[src/crs_pkg.sv]
// Package for the CPU register set: widths, register numbers and status layout
package crs_pkg;
  localparam int unsigned XLEN       = 32;
  localparam int unsigned GPR_IDX_W  = 5;
  localparam int unsigned PC_VALID_W = 26;
  localparam int unsigned STAT_W     = 8;

  localparam logic [4:0] GPR_ZERO         = 5'h00;
  localparam logic [4:0] GPR_ELEMENT_BASE = 5'h1e;

  localparam logic [4:0] SR_IRQ_PC   = 5'h00;
  localparam logic [4:0] SR_IRQ_ST   = 5'h01;
  localparam logic [4:0] SR_NMI_PC   = 5'h02;
  localparam logic [4:0] SR_NMI_ST   = 5'h03;
  localparam logic [4:0] SR_CAUSE    = 5'h04;
  localparam logic [4:0] SR_STATUS   = 5'h05;
  localparam logic [4:0] SR_TC_PC    = 5'h10;
  localparam logic [4:0] SR_TC_ST    = 5'h11;
  localparam logic [4:0] SR_DBG_PC   = 5'h12;
  localparam logic [4:0] SR_DBG_ST   = 5'h13;
  localparam logic [4:0] SR_TC_BASE  = 5'h14;

  localparam logic [31:0] PC_KEEP_MASK = 32'h03fffffe;
  localparam logic [31:0] STAT_MASK    = 32'h000000ff;
  localparam logic [31:0] ZERO_WORD    = 32'h00000000;

  typedef enum logic [1:0] {
    CRS_RET_IRQ,
    CRS_RET_NMI,
    CRS_RET_TC
  } crs_ret_e;

  // Status word flags, bit 7 down to bit 0
  typedef struct packed {
    logic nmiActive;
    logic excActive;
    logic irqDisable;
    logic saturation;
    logic carry;
    logic overflow;
    logic sign;
    logic zero;
  } crs_stat_s;

  // One pipeline write request for a register
  typedef struct packed {
    logic        en;
    logic [4:0]  idx;
    logic [31:0] data;
  } crs_wr_s;

  // Program counter update request
  typedef struct packed {
    logic        jump;
    logic [31:0] target;
    logic        ret;
    crs_ret_e    retSrc;
  } crs_pc_s;
endpackage

[src/crs_register_set.sv]
// CPU architectural register set: general registers, program counter, system registers
`timescale 1ns/10ps
module crs_register_set
  import crs_pkg::*;
#(
  parameter int unsigned NUM_GPR = 32
) (
  input  wire logic                       clk,
  input  wire logic                       arst_n,
  input  wire logic [GPR_IDX_W-1:0]       rdAddrA,
  input  wire logic [GPR_IDX_W-1:0]       rdAddrB,
  input  wire logic                       shortMemAccess,
  input  wire crs_pkg::crs_wr_s           gprWr,
  input  wire crs_pkg::crs_pc_s           pcReq,
  input  wire logic                       pcAdvance,
  input  wire logic [XLEN-1:0]            pcStep,
  input  wire logic                       loadSysRegInstr,
  input  wire logic                       storeSysRegInstr,
  input  wire logic [4:0]                 sysRegNum,
  input  wire logic [XLEN-1:0]            sysWrData,
  input  wire logic                       debugTrapInstr,
  input  wire crs_pkg::crs_wr_s           hwSave,
  input  wire logic                       flagWrEn,
  input  wire crs_pkg::crs_stat_s         flagWrData,
  input  wire logic                       causeWrEn,
  input  wire logic [XLEN-1:0]            causeWrData,
  output logic [XLEN-1:0]                 rdDataA,
  output logic [XLEN-1:0]                 rdDataB,
  output logic [XLEN-1:0]                 memBase,
  output logic [XLEN-1:0]                 pcOut,
  output logic [XLEN-1:0]                 sysRdData,
  output crs_pkg::crs_stat_s              statusOut,
  output logic [XLEN-1:0]                 tableCallBaseOut
);
  import crs_pkg::*;

  // Returns the legal program counter image of any value
  function automatic logic [XLEN-1:0] pcLegal(input logic [XLEN-1:0] v);
    pcLegal = v & PC_KEEP_MASK;
  endfunction

  function automatic logic [XLEN-1:0] gprRead(input logic [XLEN-1:0] f [NUM_GPR],
                                               input logic [GPR_IDX_W-1:0] a);
    gprRead = (a == GPR_ZERO) ? ZERO_WORD : f[a];
  endfunction

  logic [XLEN-1:0] gpr_q [NUM_GPR];
  logic [XLEN-1:0] gpr_d [NUM_GPR];
  logic [XLEN-1:0] pc_q, pc_d;
  logic [XLEN-1:0] irqPc_q, irqPc_d, irqSt_q, irqSt_d;
  logic [XLEN-1:0] nmiPc_q, nmiPc_d, nmiSt_q, nmiSt_d;
  logic [XLEN-1:0] cause_q, cause_d;
  crs_stat_s       stat_q, stat_d;
  logic [XLEN-1:0] tcPc_q, tcPc_d, tcSt_q, tcSt_d;
  logic [XLEN-1:0] dbgPc_q, dbgPc_d, dbgSt_q, dbgSt_d;
  logic [XLEN-1:0] tcBase_q, tcBase_d;
  logic [XLEN-1:0] rdA_q, rdA_d, rdB_q, rdB_d, base_q, base_d, sysRd_q, sysRd_d;
  logic            load_system_reg_instr;
  logic [XLEN-1:0] sysWord;

  // General registers; zero register never stored
  always_comb begin
    for (int i = 0; i < NUM_GPR; i++) begin
      gpr_d[i] = gpr_q[i];
    end
    if (gprWr.en && gprWr.idx != GPR_ZERO) begin
      gpr_d[gprWr.idx] = gprWr.data;
    end
    gpr_d[GPR_ZERO] = ZERO_WORD;
    // Registered reads see the old file; pipeline forwards if needed
    rdA_d  = gprRead(gpr_q, rdAddrA);
    rdB_d  = gprRead(gpr_q, rdAddrB);
    base_d = shortMemAccess ? gpr_q[GPR_ELEMENT_BASE] : rdA_d;
  end

  always_ff @(posedge clk or negedge arst_n) begin
    if (!arst_n) begin
      for (int i = 0; i < NUM_GPR; i++) begin
        gpr_q[i] <= ZERO_WORD;
      end
      rdA_q  <= ZERO_WORD;
      rdB_q  <= ZERO_WORD;
      base_q <= ZERO_WORD;
    end else begin
      for (int i = 0; i < NUM_GPR; i++) begin
        gpr_q[i] <= gpr_d[i];
      end
      rdA_q  <= rdA_d;
      rdB_q  <= rdB_d;
      base_q <= base_d;
    end
  end

  // Program counter: return beats jump beats sequential advance
  always_comb begin
    pc_d = pc_q;
    if (pcReq.ret) begin
      unique case (pcReq.retSrc)
        CRS_RET_IRQ: pc_d = pcLegal(irqPc_q);
        CRS_RET_NMI: pc_d = pcLegal(nmiPc_q);
        CRS_RET_TC:  pc_d = pcLegal(tcPc_q);
        default:     pc_d = pc_q;
      endcase
    end else if (pcReq.jump) begin
      pc_d = pcLegal(pcReq.target);
    end else if (pcAdvance) begin
      pc_d = pcLegal(pc_q + pcStep);
    end
  end

  // System registers: loads first, then hardware saves on exceptions win
  assign load_system_reg_instr = loadSysRegInstr && !storeSysRegInstr;

  always_comb begin
    irqPc_d  = irqPc_q;
    irqSt_d  = irqSt_q;
    nmiPc_d  = nmiPc_q;
    nmiSt_d  = nmiSt_q;
    cause_d  = cause_q;
    stat_d   = stat_q;
    tcPc_d   = tcPc_q;
    tcSt_d   = tcSt_q;
    dbgPc_d  = dbgPc_q;
    dbgSt_d  = dbgSt_q;
    tcBase_d = tcBase_q;
    if (flagWrEn) begin
      stat_d = flagWrData;
    end
    if (causeWrEn) begin
      cause_d = causeWrData;
    end
    if (load_system_reg_instr) begin
      // Reserved numbers and the cause register fall through untouched
      unique case (sysRegNum)
        SR_IRQ_PC:  irqPc_d  = sysWrData;
        SR_IRQ_ST:  irqSt_d  = sysWrData;
        SR_NMI_PC:  nmiPc_d  = sysWrData;
        SR_NMI_ST:  nmiSt_d  = sysWrData;
        SR_STATUS:  stat_d   = crs_stat_s'(sysWrData[STAT_W-1:0]);
        SR_TC_PC:   tcPc_d   = sysWrData;
        SR_TC_ST:   tcSt_d   = sysWrData;
        SR_DBG_PC:  if (debugTrapInstr) dbgPc_d = sysWrData;
        SR_DBG_ST:  if (debugTrapInstr) dbgSt_d = sysWrData;
        SR_TC_BASE: tcBase_d = sysWrData;
        default:    cause_d  = cause_d;
      endcase
    end
    // Hardware saves on interrupt, NMI, table call or trap
    if (hwSave.en) begin
      unique case (hwSave.idx)
        SR_IRQ_PC: irqPc_d = hwSave.data;
        SR_IRQ_ST: irqSt_d = hwSave.data;
        SR_NMI_PC: nmiPc_d = hwSave.data;
        SR_NMI_ST: nmiSt_d = hwSave.data;
        SR_TC_PC:  tcPc_d  = hwSave.data;
        SR_TC_ST:  tcSt_d  = hwSave.data;
        SR_DBG_PC: dbgPc_d = hwSave.data;
        SR_DBG_ST: dbgSt_d = hwSave.data;
        default:   tcBase_d = tcBase_d;
      endcase
    end
  end

  // Store-system-register read mux; reserved numbers read zero
  always_comb begin
    unique case (sysRegNum)
      SR_IRQ_PC:  sysWord = irqPc_q;
      SR_IRQ_ST:  sysWord = irqSt_q;
      SR_NMI_PC:  sysWord = nmiPc_q;
      SR_NMI_ST:  sysWord = nmiSt_q;
      SR_CAUSE:   sysWord = cause_q;
      SR_STATUS:  sysWord = {{(XLEN-STAT_W){1'b0}}, stat_q} & STAT_MASK;
      SR_TC_PC:   sysWord = tcPc_q;
      SR_TC_ST:   sysWord = tcSt_q;
      SR_DBG_PC:  sysWord = dbgPc_q;
      SR_DBG_ST:  sysWord = dbgSt_q;
      SR_TC_BASE: sysWord = tcBase_q;
      default:    sysWord = ZERO_WORD;
    endcase
    sysRd_d = storeSysRegInstr ? sysWord : sysRd_q;
  end

  always_ff @(posedge clk or negedge arst_n) begin
    if (!arst_n) begin
      pc_q     <= ZERO_WORD;
      irqPc_q  <= ZERO_WORD;
      irqSt_q  <= ZERO_WORD;
      nmiPc_q  <= ZERO_WORD;
      nmiSt_q  <= ZERO_WORD;
      cause_q  <= ZERO_WORD;
      stat_q   <= '0;
      tcPc_q   <= ZERO_WORD;
      tcSt_q   <= ZERO_WORD;
      dbgPc_q  <= ZERO_WORD;
      dbgSt_q  <= ZERO_WORD;
      tcBase_q <= ZERO_WORD;
      sysRd_q  <= ZERO_WORD;
    end else begin
      pc_q     <= pc_d;
      irqPc_q  <= irqPc_d;
      irqSt_q  <= irqSt_d;
      nmiPc_q  <= nmiPc_d;
      nmiSt_q  <= nmiSt_d;
      cause_q  <= cause_d;
      stat_q   <= stat_d;
      tcPc_q   <= tcPc_d;
      tcSt_q   <= tcSt_d;
      dbgPc_q  <= dbgPc_d;
      dbgSt_q  <= dbgSt_d;
      tcBase_q <= tcBase_d;
      sysRd_q  <= sysRd_d;
    end
  end

  assign rdDataA          = rdA_q;
  assign rdDataB          = rdB_q;
  assign memBase          = base_q;
  assign pcOut            = pc_q;
  assign sysRdData        = sysRd_q;
  assign statusOut        = stat_q;
  assign tableCallBaseOut = tcBase_q;
endmodule

[config.mk]
export PLATFORM = sky130hd
export DESIGN_NAME = crs_register_set
export DESIGN_NICKNAME = d
export VERILOG_FILES = /design/src/crs_pkg.sv /design/src/crs_register_set.sv
export SDC_FILE = /design/constraint.sdc
export NUM_CORES = 2
export LEC_CHECK = 0
export BUFFER_PORTS_ARGS = -buffer_cell sky130_fd_sc_hd__buf_2
export CAP_MARGIN = 40
export CORE_MARGIN = 4
export CORE_UTILIZATION = 45
export CTS_CLUSTER_DIAMETER = 200
export CTS_CLUSTER_SIZE = 12
export DETAILED_ROUTE_END_ITERATION = 10
export PLACE_DENSITY = 0.59
export SYNTH_ARGS = -nofsm -noshare
export SYNTH_HDL_FRONTEND = slang
export SYNTH_SLANG_ARGS = --single-unit
[constraint.sdc]
create_clock -name clk -period 6.22 [get_ports clk]
set_input_delay 0.622 -clock clk [delete_from_list [all_inputs] [get_ports clk]]
set_output_delay 0.622 -clock clk [all_outputs]
set_load 0.02 [all_outputs]
### Word-level counts from Yosys, hierarchy flattened

Cells that the tools add are included.
Widths: inputs -> output; s select.

* memories kept: 0
* memory bits (writable): 0
* bits in latches: 0
* bits of input ports: 240
* ROM bits: 0
* register bits: 1480

* divide/modulo/power cells: 0
* reductions and logical operators: 13
* shift-type cells: 0
* magnitude comparators: 4
* bitwise operators: 3
* mux-type cells: 54
* multiply operators: 0
* equality and inequality tests: 20
* add/sub/neg operators: 1

Operators with widths (number)
* $mux 32: 45
* $bwmux 1024: 1
* $pmux 32 s11: 1
* $bmux 32 s5: 2
* $demux 32 s5: 1
* $pmux 32 s3: 1
* $eq 5x5->1 const B: 9
* $add 26x26->26: 1
* $mux 8: 3
* $eq 5x2->1 const B: 4
* $logic_not 5->1: 4
* $ge 6x6->1 const B: 3
* $not 5->6: 3
* $eq 5x1->1 const B: 2
* $eq 5x3->1 const B: 2
* $lt 6x1->1 const B: 1
* $reduce_bool 5->1: 1
* $ne 4x1->1 const B: 1
* $reduce_and 2->1: 2
* $logic_and 1x1->1: 3
* $reduce_bool 3->1: 1
* $eq 2x1->1 const B: 1
* $eq 2x2->1 const B: 1
* $logic_not 2->1: 1
* $logic_not 1->1: 1

### Logic depth before layout (Yosys ltp)

* depth after elaboration: 6
* depth in mapped cells: 10
* gate-level depth less buffers: 9

### Worst setup path before layout

Ideal clock, no wire load.

* kind: input-to-reg
* start: in rdAddrB[1]
* end: reg rdB_q[0] (netlist: rdDataB[0])
* setup time: 0.125 ns
* slack: 3.449 ns
* data arrival time: 2.646 ns
* buffers on the path: 4
* cell stages on the path: 7
* cells stage by stage: clkbuf_1 > buf_2 > clkbuf_1 > clkbuf_1 > mux4_2 > mux4_2 > mux2_2

* word-level cells in the longest chain between the ends: 5
* elaborated cells on any way between the ends: 6
* those cells by class: mux: 4; bitwise: 1; reduce/logical: 1

Ends and longest elaborated chain
* from (decl): RTL line crs_register_set.sv:11 `input wire logic [GPR_IDX_W-1:0] rdAddrB,`
* $not 5->6 (not written as such): RTL line crs_register_set.sv:44 `gprRead = (a == GPR_ZERO) ? ZERO_WORD : f[a];`
* $bmux 32 s5: RTL line crs_register_set.sv:44
* $mux 32 (not written as such) (2 in a row): RTL line crs_register_set.sv:44
* $mux 32 (*): RTL line crs_register_set.sv:44
* net rdB_d[0]: RTL line crs_register_set.sv:57 `logic [XLEN-1:0] rdA_q, rdA_d, rdB_q, rdB_d, base_q, base_d, sysRd_q, sysRd_d;`
* to (signal assigned): RTL line crs_register_set.sv:89 `rdB_q <= rdB_d;`
* to (decl): RTL line crs_register_set.sv:57

The timed path passes the listed nets; every way through them passes the cells marked *. The select of a mux whose other input is x is not followed.
A chain may end at the register's enable or synchronous reset.

### Worst setup path after layout

* start: reg pc_q[1] (netlist: pcOut[1])
* end: reg pc_q[25] (netlist: pcOut[25])

* word-level cells in the longest chain between the ends: 4

Ends and longest elaborated chain
* from (decl): RTL line crs_register_set.sv:49 `logic [XLEN-1:0] pc_q, pc_d;`
* from (signal assigned): RTL line crs_register_set.sv:199 `pc_q <= pc_d;`
* $add 26x26->26: RTL line crs_register_set.sv:107 `pc_d = pcLegal(pc_q + pcStep);`
* $mux 32: RTL line crs_register_set.sv:106 `end else if (pcAdvance) begin`
* $mux 32: RTL line crs_register_set.sv:104 `end else if (pcReq.jump) begin`
* $mux 32: RTL line crs_register_set.sv:97 `if (pcReq.ret) begin`

Every way passes these cells. The select of a mux whose other input is x is not followed.

==> results.py <==
metrics = {
    "pwr": {
        "ir_worst_vdd_v": 0.0002997,
        "leakage_nw": 37.36,
        "total_power_mw": 26.60,
        "pwr_density_cell_nw_per_um2": 315.0,
    },
    "placement": {
        "dp_hpwl_um": 143800,
        "gp_congestion": 0.8683,
        "portBuffers": 418,
    },
    "floorplan": {
        "num_rows": 150,
        "die_x_um": 419.4,
        "die_h_um": 419.4,
        "num_io_pins": 440,
        "fp.coreArea_sq_um": 167800,
        "die_area_sq_um": 175900,
        "start_util_pct": 45.39,
    },
    "clock_network": {
        "cts_root_buf": "clkbuf_16",
        "cts.sinks": 1473,
        "cts_setup_buffers": 0,
        "ctsHoldBuffers": 4,
        "cts_htree_levels": 4,
        "cts_resized": 0,
        "numCtsBuffers": 140,
        "clockBufferDepth": 3,
        "cts_tree": "yes",
        "clkLatencyLatePin_ps": 800,
        "cts.reportedPaths.clkPinSlew_ps": 70,
    },
    "layout": {
        "largest-register": "gpr_q",
        "fin_nets": 5926,
        "multi_input_area_sq_um": 37060,
        "seq_area_sq_um": 36860,
        "area_growth_pct": 10.87,
        "largest_register_ffs": 992,
        "drive_gt1_share_pct": 43.74,
        "fillerInstances": 14560,
    },
    "logic_synthesis": {
        "yosys_warnings": 0,
        "ys_types": 59,
        "synth-seq-area-share_pct": 48.40,
        "synth_most_common_cell": "dfrtp_1",
        "synth.area.top_cells": "dfrtp_1 (48%), mux2_2 (17%), mux4_2 (16%)",
        "postSynthAreaPerCell_sq_um": 13.78,
        "synth_edf_count": 0,
        "synth_commonest_cells": "dfrtp_1 (1473), mux2_2 (1154), mux4_2 (544)",
        "synth_top_flop_cell": "dfrtp_1",
        "synth_top_area_share_pct": 48.40,
        "syn_inst": 5527,
        "synth-async-reset-ratio_pct": 100.0,
        "syn-cell-area_sq_um": 76160,
        "ys_ff_latch": 1473,
        "synth.largest_area_cell": "dfrtp_1",
    },
    "route": {
        "drt-pass1-iter-count": 6,
        "drt-initial-drc-count": 4131,
        "drt_wl_total_um": 241100,
        "viasPerCell": 6.333,
        "ant_nets": 0,
        "drc": 0,
        "vias": 49940,
        "wl_per_cell_um": 30.57,
    },
    "timing": {
        "setup_viol": 0,
        "fin_tns_setup_ps": 0,
        "clock_skew_ps": 38.44,
        "hold_viol_final": 0,
        "slew_headroom_pct": 30.94,
        "fmax_mhz": 315.3,
        "worst_pin_slew_ps": 1036,
        "rsz0062_at_grt": "false",
        "slew_violations": 0,
        "period_share_pct": 50.99,
        "period_needed_ps": 3172,
    },
    "job": {
        "cap_violations": 0,
    },
    "grt": {
        "track_usage_pct": 27.38,
        "grt_max_degree": 171,
        "globalRouteOverflowTotal": 0,
        "first_global_vias": 51430,
        "grt_pass1_wl_um": 355500,
        "antenna_found_initial": 22,
    },
    "setup_path": {
        "crit_type": "flip-flop to flip-flop",
        "path_max_fanout": 5,
        "cp.required_ps": 6870,
        "crit_path_start_kind": "flip-flop",
        "cp-end-kind": "flip-flop",
        "arrival_ps": 3820,
    },
    "run_status": {
        "status": "complete, no violations",
    },
    "hold_path": {
        "min_path_type": "input pin to flip-flop",
    },
}
-- layout make-up --
| class | instances | share of cell area [%] |
|---|---|---|
| well taps | 2204 | 3.266 |
| diodes | 10 | 0.02963 |
| inverters | 41 | 0.1823 |
| multi-input cells | 3437 | 43.89 |
| clock inverters | 16 | 0.3334 |
| flip-flops and latches | 1473 | 43.65 |
| repair buffers | 565 | 4.494 |
| clock buffers | 140 | 4.149 |
-- path summary, 6_finish.rpt --
| check | from | end | slack (ps) | depth (start not counted) |
|---|---|---|---|---|
| setup / recovery | pcOut[1]$_DFFE_PN0P_ | pcOut[25]$_DFFE_PN0P_ | 3050 | 9 |
| hold / removal | causeWrData[12] | cause_q[12]$_DFFE_PN0P_ | 60 | 2 |
| setup reg to reg | pcOut[1]$_DFFE_PN0P_ | pcOut[25]$_DFFE_PN0P_ | 3050 | 9 |
| hold reg to reg | pcOut[4]$_DFFE_PN0P_ | pcOut[4]$_DFFE_PN0P_ | 500 | 2 |
| max in group asynchronous | arst_n | memBase[24]$_DFF_PN0_ | 4160 | 4 |
| min in group asynchronous | arst_n | tcSt_q[27]$_DFF_PN0_ | 370 | 2 |
-- cell usage in the layout, fill, tap and decap left out, types with 12 or more instances in the layout --
cell       count
a221oi_1      38
clkbuf_16    140
a211oi_1      22
mux2i_1      362
a22o_1        69
o22ai_1       13
mux2_2      1154
nand3_1       14
mux4_2       544
buf_16        12
nor2_1       242
nor3_1        13
buf_4        104
dfrtp_1     1473
inv_1         40
a22oi_1      151
nand2_2       25
a21oi_1      248
o21a_1        33
a41o_1        24
buf_12        23
nand2_1      148
nor2_4        20
o21ai_0      161
buf_2        413
ha_1          27
-- logic make-up (layout without fill, tap and decap cells) --
kind of cell / after synthesis / count (layout) / synth area share [%]
adders and majority gates: 28 / 28 / 0.4699
other: 1 / 17 / 0.004924
buffers and inverters: 623 / 762 / 3.335
AOI/OAI and AO/OA: 796 / 796 / 6.769
and+or+nand+nor: 525 / 525 / 2.873
DFF: 1473 / 1473 / 48.40
muxes: 2060 / 2060 / 37.91
xor gates and xnor gates: 21 / 21 / 0.2415
-- report_power, final --
part / internal [mW] / switching, mW
combinational: 3.28 / 2.67
sequential: 11.5 / 1.31
clock: 4.04 / 3.77
total: 18.8 / 7.76
-- stage by stage --
step / utilization (%) / worst slack (ps) / hold slack (ps) / cell area [sq um] / std cells
floorplan: - / 3449 / 326.4 / 76180 / 5533
global placement: 47.70 / 2602 / 488.0 / 80040 / 7688
detailed placement: 48.03 / 2584 / 486.6 / 80590 / 7716
CTS: 50.31 / 3044 / 0.05795 / 84420 / 7876
global route: 50.32 / 2996 / 28.45 / 84430 / 7882
finish: 50.33 / 3048 / 61.59 / 84440 / 7886
-- worst max-delay path, stage by stage (launching register included) --
cell and delay (ps):
dfrtp_1 400, ha_1 250, fa_1 420, a21o_1 280, a221o_1 430, a311o_1 350, a2bb2oi_1 190, a31oi_1 440
xnor2_1 180, a21oi_1 80
-- routing by layer --
| metal | GRT usage (%) | wire [um] | share of wire (%) |
|---|---|---|---|
| met1 | 36.91 | 100500 | 42 |
| met2 | 45.00 | 116300 | 48 |
| met3 | 4.282 | 14320 | 5.9 |
| met4 | 10.31 | 9825 | 4.1 |
| met5 | 0 | 92 | 0.038 |
(Power assumes the default switching activity.)
